**src/core/field_pkg.sv**
```systemverilog
// constants and types shared by the field sensor readout
package field_pkg;
  localparam int CLK_PERIOD_NS = 100;
  localparam int SAMPLE_PERIOD_NS = 31_250_000;
  localparam int SAMPLE_CYC = SAMPLE_PERIOD_NS / CLK_PERIOD_NS;
  localparam int BIT_PERIOD_NS = 1000;
  localparam int BIT_CYC = BIT_PERIOD_NS / CLK_PERIOD_NS;
  localparam int ADC_W = 12;
  localparam int RANGE_W = 3;
  localparam int NUM_RANGES = 8;
  localparam int CMD_W = 12;
  localparam int FIFO_DEPTH = 8;
  localparam logic [RANGE_W-1:0] RANGE_RST = 3'h7;
  localparam logic [RANGE_W-1:0] RANGE_MAX = 3'h7;
  localparam logic [RANGE_W-1:0] RANGE_MIN = 3'h0;
  localparam logic [ADC_W-1:0] UP_LEVEL = 12'h07c0;
  localparam logic [ADC_W-1:0] DOWN_LEVEL = 12'h01c0;
  localparam logic [3:0] OP_AUTO = 4'h1;
  localparam logic [3:0] OP_HOLD = 4'h2;
  localparam logic [3:0] OP_FLIP = 4'h3;
  // full scale in nT and step size in units of 1e-4 nT, index = range
  localparam int FULL_SCALE_NT [NUM_RANGES] =
    '{4, 16, 64, 256, 1024, 4096, 16384, 65536};
  localparam int STEP_E4_NT [NUM_RANGES] =
    '{10, 40, 160, 625, 2500, 10000, 40000, 160000};

  typedef struct packed {
    logic flip;
    logic [RANGE_W-1:0] range;
    logic [ADC_W-1:0] x;
    logic [ADC_W-1:0] y;
    logic [ADC_W-1:0] z;
  } sample_word_t;

  localparam int WORD_BITS = $bits(sample_word_t);
  localparam int FRAME_CYC = WORD_BITS * BIT_CYC;

  typedef struct packed {
    logic [3:0] op;
    logic [4:0] spare;
    logic [RANGE_W-1:0] arg;
  } cmd_word_t;

  // magnitude of a two's complement converter code
  function automatic logic [ADC_W-1:0] field_sensor_instrument(input logic [ADC_W-1:0] v);
    field_sensor_instrument = v[ADC_W-1] ? ADC_W'(~v + 1'b1) : v;
  endfunction : field_sensor_instrument
endpackage : field_pkg

```
**src/core/sample_fifo.sv**
```systemverilog
// small valid/ready fifo for sample words
`timescale 1ns/1ns
`default_nettype none
module sample_fifo #(
  parameter int WIDTH = 40,
  parameter int DEPTH = 8
) (
  input wire logic clk_sys_i,
  input wire logic rstn_i,
  input wire logic in_valid_i,
  output logic in_ready_o,
  input wire logic [WIDTH-1:0] in_data_i,
  output logic out_valid_o,
  input wire logic out_ready_i,
  output logic [WIDTH-1:0] out_data_o
);
  localparam int AW = $clog2(DEPTH);
  logic [WIDTH-1:0] mem_r [DEPTH];
  logic [AW:0] wr_r;
  logic [AW:0] rd_r;
  wire push = in_valid_i && in_ready_o;
  wire pop = out_valid_o && out_ready_i;
  wire full = (wr_r[AW] != rd_r[AW]) && (wr_r[AW-1:0] == rd_r[AW-1:0]);
  assign in_ready_o = !full;
  assign out_valid_o = (wr_r != rd_r);
  assign out_data_o = mem_r[rd_r[AW-1:0]];

  always_ff @(posedge clk_sys_i) begin
    if (!rstn_i) begin
      wr_r <= '0;
      rd_r <= '0;
    end else begin
      if (push) wr_r <= wr_r + 1'b1;
      if (pop) rd_r <= rd_r + 1'b1;
    end
  end

  always_ff @(posedge clk_sys_i) begin
    if (push) mem_r[wr_r[AW-1:0]] <= in_data_i;
  end
endmodule : sample_fifo
`default_nettype wire

```
**src/core/field_readout.sv**
```systemverilog
// range control, sampling and serial streaming of the field sensor instrument
`timescale 1ns/1ns
`default_nettype none
module field_readout
  import field_pkg::*;
#(
  parameter int SAMPLE_CYCLES = SAMPLE_CYC
) (
  input wire logic clk_sys_i,
  input wire logic rstn_i,
  output logic adc_start_o,
  input wire logic adc_done_i,
  input wire logic [ADC_W-1:0] adc_x_i,
  input wire logic [ADC_W-1:0] adc_y_i,
  input wire logic [ADC_W-1:0] adc_z_i,
  output logic [RANGE_W-1:0] range_sel_o,
  output logic flip_en_o,
  input wire logic cmd_clk_i,
  input wire logic cmd_data_i,
  input wire logic cmd_frame_i,
  output logic link_data_o,
  output logic link_frame_o
);
  typedef enum logic [2:0] {
    CAP_IDLE = 3'b001,
    CAP_CONV = 3'b010,
    CAP_PUSH = 3'b100
  } cap_state_t;
  typedef enum logic [1:0] {
    TX_IDLE = 2'b01,
    TX_SHIFT = 2'b10
  } tx_state_t;

  // sample timer
  logic [$clog2(SAMPLE_CYCLES)-1:0] tick_cnt_r;
  logic [$clog2(BIT_CYC)-1:0] bit_div_r;
  wire tick = (tick_cnt_r == '0);
  wire bit_en = (bit_div_r == '0);

  always_ff @(posedge clk_sys_i) begin
    if (!rstn_i) begin
      tick_cnt_r <= '0;
      bit_div_r <= '0;
    end else begin
      tick_cnt_r <= tick ? $bits(tick_cnt_r)'(SAMPLE_CYCLES - 1)
                         : tick_cnt_r - 1'b1;
      bit_div_r <= bit_en ? $bits(bit_div_r)'(BIT_CYC - 1)
                          : bit_div_r - 1'b1;
    end
  end

  // command pins: three flops, a change counts when stages two and three agree
  logic [2:0] sck_q_r, sda_q_r, sfr_q_r;
  logic sck_s_r, sda_s_r, sfr_s_r;
  always_ff @(posedge clk_sys_i) begin
    if (!rstn_i) begin
      sck_q_r <= '0;
      sda_q_r <= '0;
      sfr_q_r <= '0;
      sck_s_r <= 1'b0;
      sda_s_r <= 1'b0;
      sfr_s_r <= 1'b0;
    end else begin
      sck_q_r <= {sck_q_r[1:0], cmd_clk_i};
      sda_q_r <= {sda_q_r[1:0], cmd_data_i};
      sfr_q_r <= {sfr_q_r[1:0], cmd_frame_i};
      if (sck_q_r[1] == sck_q_r[2]) sck_s_r <= sck_q_r[2];
      if (sda_q_r[1] == sda_q_r[2]) sda_s_r <= sda_q_r[2];
      if (sfr_q_r[1] == sfr_q_r[2]) sfr_s_r <= sfr_q_r[2];
    end
  end
  wire sck_next = (sck_q_r[1] == sck_q_r[2]) ? sck_q_r[2] : sck_s_r;
  wire sfr_next = (sfr_q_r[1] == sfr_q_r[2]) ? sfr_q_r[2] : sfr_s_r;
  wire sck_rise = sck_next && !sck_s_r && sfr_s_r;
  wire frame_end = sfr_s_r && !sfr_next;

  // twelve-bit serial command, msb first, taken when the frame closes
  logic [CMD_W-1:0] cmd_sh_r;
  logic [3:0] cmd_cnt_r;
  always_ff @(posedge clk_sys_i) begin
    if (!rstn_i) begin
      cmd_sh_r <= '0;
      cmd_cnt_r <= '0;
    end else if (frame_end) begin
      cmd_cnt_r <= '0;
    end else if (sck_rise) begin
      cmd_sh_r <= {cmd_sh_r[CMD_W-2:0], sda_s_r};
      if (cmd_cnt_r != 4'(CMD_W + 1)) cmd_cnt_r <= cmd_cnt_r + 1'b1;
    end
  end
  // a short or long frame is dropped: a garbled word must not move the range
  wire cmd_done = frame_end && (cmd_cnt_r == 4'(CMD_W));
  cmd_word_t cmd;
  assign cmd = cmd_sh_r;

  // capture and range control
  cap_state_t cap_r;
  logic auto_r;
  logic flip_r;
  logic [RANGE_W-1:0] range_r;
  sample_word_t word_r;
  logic push_valid;
  logic push_ready;
  assign push_valid = (cap_r == CAP_PUSH);

  wire [ADC_W-1:0] mx = field_sensor_instrument(adc_x_i);
  wire [ADC_W-1:0] my = field_sensor_instrument(adc_y_i);
  wire [ADC_W-1:0] mz = field_sensor_instrument(adc_z_i);
  wire over = (mx > UP_LEVEL) || (my > UP_LEVEL) || (mz > UP_LEVEL);
  wire under = (mx < DOWN_LEVEL) && (my < DOWN_LEVEL) && (mz < DOWN_LEVEL);
  wire take = (cap_r == CAP_CONV) && adc_done_i;
  wire go_up = take && auto_r && over && (range_r != RANGE_MAX);
  wire go_down = take && auto_r && under && (range_r != RANGE_MIN);

  always_ff @(posedge clk_sys_i) begin
    if (!rstn_i) begin
      auto_r <= 1'b1;
      flip_r <= 1'b0;
      range_r <= RANGE_RST;
    end else if (cmd_done && cmd.op == OP_HOLD) begin
      auto_r <= 1'b0;
      range_r <= cmd.arg;
    end else if (cmd_done && cmd.op == OP_AUTO) begin
      auto_r <= 1'b1;
    end else if (cmd_done && cmd.op == OP_FLIP) begin
      flip_r <= cmd.arg[0];
    end else if (go_up) begin
      // step up on a strong field
      range_r <= range_r + 1'b1;
    end else if (go_down) begin
      // step down, never below the most sensitive range
      range_r <= range_r - 1'b1;
    end
  end

  always_ff @(posedge clk_sys_i) begin
    if (!rstn_i) begin
      cap_r <= CAP_IDLE;
      adc_start_o <= 1'b0;
      word_r <= '0;
    end else begin
      adc_start_o <= tick && (cap_r == CAP_IDLE);
      case (cap_r)
        CAP_IDLE: if (tick) cap_r <= CAP_CONV;
        CAP_CONV: if (adc_done_i) begin
          // range tagged with the codes it scaled
          word_r <= '{flip: flip_r, range: range_r,
                      x: adc_x_i, y: adc_y_i, z: adc_z_i};
          cap_r <= CAP_PUSH;
        end
        CAP_PUSH: if (push_ready) cap_r <= CAP_IDLE;
        default: cap_r <= CAP_IDLE;
      endcase
    end
  end

  // only a small rate-matching queue; at 32 Hz it never fills
  logic pop_valid;
  logic pop_ready;
  logic [WORD_BITS-1:0] pop_data;
  sample_fifo #(
    .WIDTH(WORD_BITS),
    .DEPTH(FIFO_DEPTH)
  ) u_fifo (
    .clk_sys_i(clk_sys_i),
    .rstn_i(rstn_i),
    .in_valid_i(push_valid),
    .in_ready_o(push_ready),
    .in_data_i(word_r),
    .out_valid_o(pop_valid),
    .out_ready_i(pop_ready),
    .out_data_o(pop_data)
  );

  // serializer, 40 bits msb first, no handshake
  tx_state_t tx_r;
  logic [WORD_BITS-1:0] tx_sh_r;
  logic [5:0] tx_cnt_r;
  assign pop_ready = bit_en && (tx_r == TX_IDLE);

  always_ff @(posedge clk_sys_i) begin
    if (!rstn_i) begin
      tx_r <= TX_IDLE;
      tx_sh_r <= '0;
      tx_cnt_r <= '0;
      link_data_o <= 1'b0;
      link_frame_o <= 1'b0;
    end else if (bit_en) begin
      case (tx_r)
        TX_IDLE: if (pop_valid) begin
          tx_sh_r <= {pop_data[WORD_BITS-2:0], 1'b0};
          link_data_o <= pop_data[WORD_BITS-1];
          link_frame_o <= 1'b1;
          tx_cnt_r <= '0;
          tx_r <= TX_SHIFT;
        end
        TX_SHIFT: if (tx_cnt_r == 6'(WORD_BITS - 1)) begin
          link_frame_o <= 1'b0;
          link_data_o <= 1'b0;
          tx_r <= TX_IDLE;
        end else begin
          link_data_o <= tx_sh_r[WORD_BITS-1];
          tx_sh_r <= {tx_sh_r[WORD_BITS-2:0], 1'b0};
          tx_cnt_r <= tx_cnt_r + 1'b1;
        end
        default: tx_r <= TX_IDLE;
      endcase
    end
  end

  assign range_sel_o = range_r;
  assign flip_en_o = flip_r;

  // helper: cycles of the current frame
  logic [9:0] frame_cyc_r;
  always_ff @(posedge clk_sys_i) begin
    if (!rstn_i) frame_cyc_r <= '0;
    else frame_cyc_r <= link_frame_o ? frame_cyc_r + 1'b1 : '0;
  end

  a_tick_start: assert property (@(posedge clk_sys_i) disable iff (!rstn_i)
    tick && cap_r == CAP_IDLE |=> adc_start_o ##1 !adc_start_o)
    else $error("conversion not started on sample tick");
  a_tick_period: assert property (@(posedge clk_sys_i) disable iff (!rstn_i)
    tick |=> tick_cnt_r == $bits(tick_cnt_r)'(SAMPLE_CYCLES - 1))
    else $error("sample timer reload wrong");
  a_bit_spacing: assert property (@(posedge clk_sys_i) disable iff (!rstn_i)
    bit_en |=> !bit_en [*8] ##1 !bit_en ##1 bit_en)
    else $error("bit enable not every ten cycles");
  a_frame_length: assert property (@(posedge clk_sys_i) disable iff (!rstn_i)
    $fell(link_frame_o) |-> $past(frame_cyc_r) == 10'(FRAME_CYC - 1))
    else $error("frame not forty bits long");
  a_auto_up: assert property (@(posedge clk_sys_i) disable iff (!rstn_i)
    go_up && !cmd_done |=> range_r == $past(range_r) + 1'b1)
    else $error("range did not step up");
  a_hold_stable: assert property (@(posedge clk_sys_i) disable iff (!rstn_i)
    !auto_r && !cmd_done |=> $stable(range_r))
    else $error("held range moved");
  a_cmd_hold: assert property (@(posedge clk_sys_i) disable iff (!rstn_i)
    cmd_done && cmd.op == OP_HOLD |=> !auto_r && range_r == $past(cmd.arg))
    else $error("hold command not applied");
  a_range_tag: assert property (@(posedge clk_sys_i) disable iff (!rstn_i)
    take |=> word_r.range == $past(range_r) && word_r.x == $past(adc_x_i))
    else $error("sample word lost range or code");
  a_range_limit: assert property (@(posedge clk_sys_i) disable iff (!rstn_i)
    range_r == RANGE_MAX && !cmd_done |=> range_r >= RANGE_MAX - 1'b1)
    else $error("range jumped from the top");
endmodule : field_readout
`default_nettype wire

```
**config.mk**
```make
export PLATFORM = sky130hd
export DESIGN_NAME = field_readout
export DESIGN_NICKNAME = d
export VERILOG_FILES = /design/src/core/field_pkg.sv /design/src/core/sample_fifo.sv /design/src/core/field_readout.sv
export SDC_FILE = /design/constraint.sdc
export NUM_CORES = 1
export LEC_CHECK = 0
export BUFFER_PORTS_ARGS = -buffer_cell sky130_fd_sc_hd__buf_2
export CORE_UTILIZATION = 41
export CTS_BUF_LIST = sky130_fd_sc_hd__clkbuf_4 sky130_fd_sc_hd__clkbuf_8 sky130_fd_sc_hd__clkbuf_16
export CTS_CLUSTER_DIAMETER = 150
export DETAILED_ROUTE_END_ITERATION = 10
export PLACE_DENSITY = 0.61
export SLEW_MARGIN = 5
export SYNTH_ARGS = -nofsm -noshare
export SYNTH_HDL_FRONTEND = slang
export SYNTH_SLANG_ARGS = --single-unit
```
**constraint.sdc**
```tcl
create_clock -name clk_sys_i -period 6 [get_ports clk_sys_i]
set_clock_uncertainty 0.15 [all_clocks]
set_input_delay 0.3 -clock clk_sys_i [delete_from_list [all_inputs] [get_ports clk_sys_i]]
set_output_delay 0.3 -clock clk_sys_i [all_outputs]
set_load 0.01 [all_outputs]
```
# Word level (Yosys, flattened, before mapping)
# Memory sizes are Yosys's and may differ from the RTL's. A register that Yosys moved wholly into a read port is not among the register bits.
# Cells that the tools add are included.
[totals] in_bits=42 output_inout_bits=7 mem_bits_rw=320 elab_cells=161 reg_bits=158 mem_count=1
[classes] eq_ne=26 n_reduce_logical=44 bitwise=7 add_sub_neg=11 magnitude_cmp=6 mux=37
[memory_table] memory="u_fifo.mem_r" depth=8 word_bits=40 rd=1 rd_clocked_by_memory_dff=1 write_ports=1 line_no="sample_fifo.sv:18" source="logic [WIDTH-1:0] mem_r [DEPTH];"
[op_table] cell="$mux W40" count=2
[op_table] cell="$pmux W40 S2" count=1
[op_table] cell="$add A12 B1 Y12 const B" count=3
[op_table] cell="$gt A12 B11 Y1 const B" count=3
[op_table] cell="$lt A12 B9 Y1 const B" count=3
[op_table] cell="$mux W12" count=3
[op_table] cell="$not A12 Y12" count=3
[op_table] cell="$mux W3" count=10
[op_table] cell="$logic_and A1 B1 Y1" count=20
[op_table] cell="$logic_not A19 Y1" count=1
[op_table] cell="$mux W19" count=1
[op_table] cell="$sub A19 B1 Y19 const B" count=1
[op_table] cell="$reduce_and A3 Y1" count=5
[op_table] cell="$ne A2 B2 Y1 const B" count=7
[op_table] cell="$add A4 B1 Y4 const B" count=3
[op_table] cell="$mux W6" count=2
[op_table] cell="$pmux W6 S2" count=1
[op_table] cell="$mux W1" count=10
[op_table] cell="$pmux W3 S3" count=1
[op_table] cell="$eq A4 B2 Y1 const B" count=2
[op_table] cell="$reduce_and A4 Y1" count=2
[op_table] cell="$add A6 B1 Y6 const B" count=1
[op_table] cell="$eq A6 B6 Y1 const B" count=1
[op_table] cell="$reduce_and A2 Y1" count=3
[op_table] cell="other kinds (28)" count=42

# Logic depth before layout (Yosys ltp)
[logic_depth] depth_word=13 ltp_mapped=13 ltp_nobuf=13

# Hierarchy
# From an unflattened synthesis, not the netlist that was laid out.
[hier_totals] cells_unflattened=1331 hier_area_um2=20098.0
[modules_own_cells] mod="sample_fifo" instances=1 area_each_um2=13048.8 seq_area_each_um2=9829.4 cells_per_inst=547
[modules_own_cells] mod="field_readout" instances=1 area_each_um2=7049.3 seq_area_each_um2=2982.9 cells_per_inst=784

# Worst setup path after synthesis
# Ideal clock, no wire load.
[synth_path] kind="register to register" from="reg cap_r[2]" to="mem u_fifo.mem_r[0][0], enable pin" stages_incl_launch_ff=6 n_path_buf=0 required_ns=5.363 period_less_slack_ns=4.763 arrival_time_ns=4.126 slack_ns=1.237 cell_sequence="dfxtp_1 inv_1 or3_1 a21oi_1 nand2b_1 nor3_1"
[synth_between] elab_chain_len=4
[synth_rtl] element="start: declaration" line_no="field_readout.sv:97" source="cap_state_t cap_r;"
[synth_rtl] element="start signal: assignment" line_no="field_readout.sv:138" source="cap_r <= CAP_IDLE;"
[synth_rtl] element="start signal: assignment" line_no="field_readout.sv:144" source="CAP_IDLE: if (tick) cap_r <= CAP_CONV;"
[synth_rtl] element="start signal: assignment" line_no="field_readout.sv:149" source="cap_r <= CAP_PUSH;"
[synth_rtl] element="$eq A3 B3 Y1" line_no="field_readout.sv:104" source="assign push_valid = (cap_r == CAP_PUSH);"
[synth_rtl] element="$logic_and A1 B1 Y1" line_no="sample_fifo.sv:21" source="wire push = in_valid_i && in_ready_o;"
[synth_rtl] element="$mux W1" line_no="sample_fifo.sv:39" source="if (push) mem_r[wr_r[AW-1:0]] <= in_data_i;"
[synth_rtl] element="$mux W1 (not written as such)" line_no="sample_fifo.sv:39"
[synth_rtl] element="end: declaration" line_no="sample_fifo.sv:18"
# Every way passes these cells.

# Worst setup path in the final report
[layout_path] from="in adc_y_i[2]" to="reg range_r[2], in the netlist range_sel_o[2]"
[layout_between] elab_chain_len=12 elab_cells_between_ends=19 classes_between="1 x add/sub; 2 x order compare; 5 x mux; 1 x bitwise; 10 x reduce/logical"
[layout_rtl] element="start: declaration" line_no="field_readout.sv:14" source="input wire logic [ADC_W-1:0] adc_y_i,"
[layout_rtl] element="$not A12 Y12" line_no="field_pkg.sv:46" source="field_sensor_instrument = v[ADC_W-1] ? ADC_W'(~v + 1'b1) : v;"
[layout_rtl] element="$add A12 B1 Y12" line_no="field_pkg.sv:46"
[layout_rtl] element="$mux W12 (*)" line_no="field_pkg.sv:46"
[layout_rtl] element="$gt A12 B11 Y1" line_no="field_readout.sv:109" source="wire over = (mx > UP_LEVEL) || (my > UP_LEVEL) || (mz > UP_LEVEL);"
[layout_rtl] element="$logic_or A1 B1 Y1 (2 in series)" line_no="field_readout.sv:109"
[layout_rtl] element="$logic_and A1 B1 Y1 (2 in series)" line_no="field_readout.sv:112" source="wire go_up = take && auto_r && over && (range_r != RANGE_MAX);"
[layout_rtl] element="$mux W3" line_no="field_readout.sv:127" source="end else if (go_up) begin"
[layout_rtl] element="$mux W3" line_no="field_readout.sv:125" source="end else if (cmd_done && cmd.op == OP_FLIP) begin"
[layout_rtl] element="$mux W3" line_no="field_readout.sv:123" source="end else if (cmd_done && cmd.op == OP_AUTO) begin"
[layout_rtl] element="$mux W3" line_no="field_readout.sv:120" source="end else if (cmd_done && cmd.op == OP_HOLD) begin"
[layout_rtl] element="end signal: assignment" line_no="field_readout.sv:122" source="range_r <= cmd.arg;"
[layout_rtl] element="end signal: assignment" line_no="field_readout.sv:129" source="range_r <= range_r + 1'b1;"
[layout_rtl] element="end signal: assignment" line_no="field_readout.sv:132" source="range_r <= range_r - 1'b1;"
[layout_rtl] element="end: declaration" line_no="field_readout.sv:100" source="logic [RANGE_W-1:0] range_r;"
# Every way passes the cells marked *; elsewhere a longest branch is shown, timed or not. The select of a mux whose other input is x is not followed.
# A chain may end at the register's enable or synchronous reset.

==> impl_results.md <==
- Status: complete, no violations
- Async SR Flop Fraction: 0%
- Synth Flop Type: edfxtp_1
- Final HPWL DP: 24000 microns
- P per Cell Area: 313 mW/mm^2
- Int Pwr: 5440 uW
- Starting Density: 41.5%
- Total negative slack: 0 ps
- Synth top area share: 49.7%
- Flop pwr share: 52.3%
- Max FO, Critical Path: 5
- Static leakage: 0.00680 uW
- Initial DRC Count: 914
- Rel. slew slack: 23.2%
- Final Hold Violating Endpoints: 0
- Largest net degree at the start of global routing: 77
- Critical path type: input pin to flop
- Tightest Pin Transition: 1150 ps
- Origin of the critical flop-to-flop path: cap_r[2]
- Port Buffers: 48
- Overflow after GRT: 0
- Top Ports: 49
- Max-slew violations: 0
- Worst-path clk slew: 60 ps
- Total CTS buffers: 47
- Row cnt: 79
- Number of global-route vias before repair: 11400
- Cell taking the most area after synthesis: edfxtp_1
- Chip height: 219 microns
- Vias per inst: 5.45
- Worst EP required: 6260 ps
- Initial antenna violation count: 4
- DRC violations left: 0
- Post-DRT Antenna Nets: 0
- Critical Path AT: 4430 ps
- Max VDD drop: 235 uV
- WL final: 41700 microns
- Die area: 0.0480 sq mm
- Avg WL per Cell: 19.7 microns
- Synth top cells by count: edfxtp_1, dfxtp_1, nor2_1, nand2_1, a21oi_1
- Net Count, Synth: 1440
- Top-count cell post-synth: edfxtp_1
- Hold Startpoint: adc_x_i[11]
- #FFs+latches synth: 480
- Mapped Avg Cell Area: 13.9 sq um
- Post-synth EDFFs: 320
- Clock Tree Root: clkbuf_16
- H-tree depth: 2
- Period utilization: 69.5%
- Switching power: 1510 uW
- Overall global routing resource usage: 17.6%
- Max clock buf depth: 3
- Worst hold path class: input pin to flop
- Hold Slack: 30.7 ps
- GP Congestion: 0.806
- # clock sinks: 480
- Post-synthesis cell type count: 71
- Global-route wire length before repair: 64700 microns
- First-pass DRT Iterations: 5
- Core area: 0.0466 sq mm
- Max-Cap Viols: 0
- Startpoint types: input pin
- Post_cts resized: 0
- Maximum clock frequency: 240 MHz
- Die width: 219 microns
- Final nets: 1522
- Share of the yosys chip area belonging to registers: 66.3%
- Total setup buffers inserted after CTS: 0
- Syn Inst Count: 1386
- Filler cells: 3964
- Sw frac: 21.8%
- RSZ-0062 raised after global routing: no
- Routed vias: 11500
- Clk pwr share: 41.0%
- Critical Path Start: adc_y_i[2]
- Total power: 6960 uW
- Share of post-route cells with drive strength above 1: 17.1%
- Fin util: 47.7%
- Gate power share: 6.7%
- Ranking of synthesized cells by area: edfxtp_1, dfxtp_1, mux4_2
- Minimum clock period: 4170 ps
- CP endpoint kind: flop
- CTS tree: done
- Synth-to-layout area growth: 14.9%
- Synthesized area: 0.0193 sq mm
- Worst skew pair latency: 560 ps
- Yosys warns: 0
- Setup violators final: 0
==> worst max-delay path, cell delays in order <==
cell           delay (ps)
dlygate4sd3_1         530
buf_2                 150
nor4_2                480
a21boi_0              160
or4_1                 480
a21oi_1               620
nor3b_2               360
a2111oi_4             130
fa_1                  400
xnor2_1               140
or4_1                 410
a31oi_1               180
a211oi_1               90
==> sequential cells by signal (all words and copies together), names as in the netlist, 2 cells and up, named ones only <==
signal / cells
bit_div_r: 4
sck_q_r: 3
u_fifo.mem_r: 320
tx_cnt_r: 6
sda_q_r: 3
cmd_cnt_r: 4
u_fifo.rd_r: 4
range_sel_o: 3
cmd: 12
tick_cnt_r: 19
tx_sh_r: 39
cap_r: 3
tx_r: 2
word_r: 40
u_fifo.wr_r: 4
sfr_q_r: 3
==> final timing paths <==
kind / slack (ps) / end / depth (start not counted)
setup / recovery: 1830 / range_sel_o[2] / 13
hold / removal: 30 / word_r[35] / 3
setup reg to reg: 2430 / u_fifo.mem_r[2][10] / 6
hold reg to reg: 280 / sda_q_r[1] / 1
==> cells in the final DEF, fill, tap and decap left out, types with 11 or more instances in the layout <==
cell           netlist  final
a211oi_1            42     42
buf_2                1     48
and2_1              13     13
ha_1                11     11
mux2i_1             56     56
nor2_1             158    152
clkbuf_4             0     16
nand3_1             13     13
nand2b_1            12     11
xnor2_1             21     21
mux4_2              80     80
o21ai_0             14     14
dlygate4sd3_1        0     40
buf_4                0     19
dfxtp_1            160    157
nand2_1            112    112
nor3_1              18     16
inv_1               24     24
xor2_1              18     18
a31oi_1             13     13
edfxtp_1           320    320
a21oi_1            111    111
clkbuf_16            0     48
==> per-layer routing <==
metal	part of all wire (%)	GRT usage (%)	wire, microns	up-vias
li1	-	-	-	5412
met1	43	22.6	17800	5748
met2	50	30.8	20900	295
met3	4.9	2.99	2060	63
met4	2.0	4.68	850	6
met5	0.098	0	41	-
==> through the flow <==
stage	std cells	worst slack [ps]	area (sq um)
6_report	2114	1830	22200
5_1_grt	2114	1760	22200
4_1_cts	2113	1940	22200
3_5_place_dp	1986	1940	20300
3_3_place_gp	1986	2070	20300
2_1_floorplan	1386	1240	19300
==> what timing repair did <==
action | 4_1_cts | 5_1_grt
setup endpoints to repair | 0 | 0
hold buffers | 40 | 0
endpoints found under the hold margin | 43 | 0
==> cell families after synthesis <==
kind of cell	count (synthesis)	share of synthesized area, %
simple gates	398	9.71
compound gates	220	7.11
fa+ha+maj	12	0.816
flops	480	66.3
buf+inv	99	1.97
xor+xnor	39	1.77
mux	138	12.3
==> cell type report <==
type | count | area [sq um] | area share [%]
diodes | 1 | 2.50 | 0.0113
multi-input cells | 807 | 6220 | 28.0
inverters | 25 | 96.3 | 0.434
clock inverters | 17 | 119 | 0.535
flip-flops and latches | 480 | 12800 | 57.7
clock buffers | 70 | 1400 | 6.32
repair buffers | 107 | 783 | 3.53
well taps | 607 | 759 | 3.42
==> power by group through the flow <==
stage	registers, uW	logic [uW]	clock network (uW)
finish	3640	465	2850
global route	3650	515	3040
CTS	3640	466	2910
detailed placement	3710	442	0
global placement	3700	426	0
floorplan	3690	348	0
(Power assumes the default switching activity.)
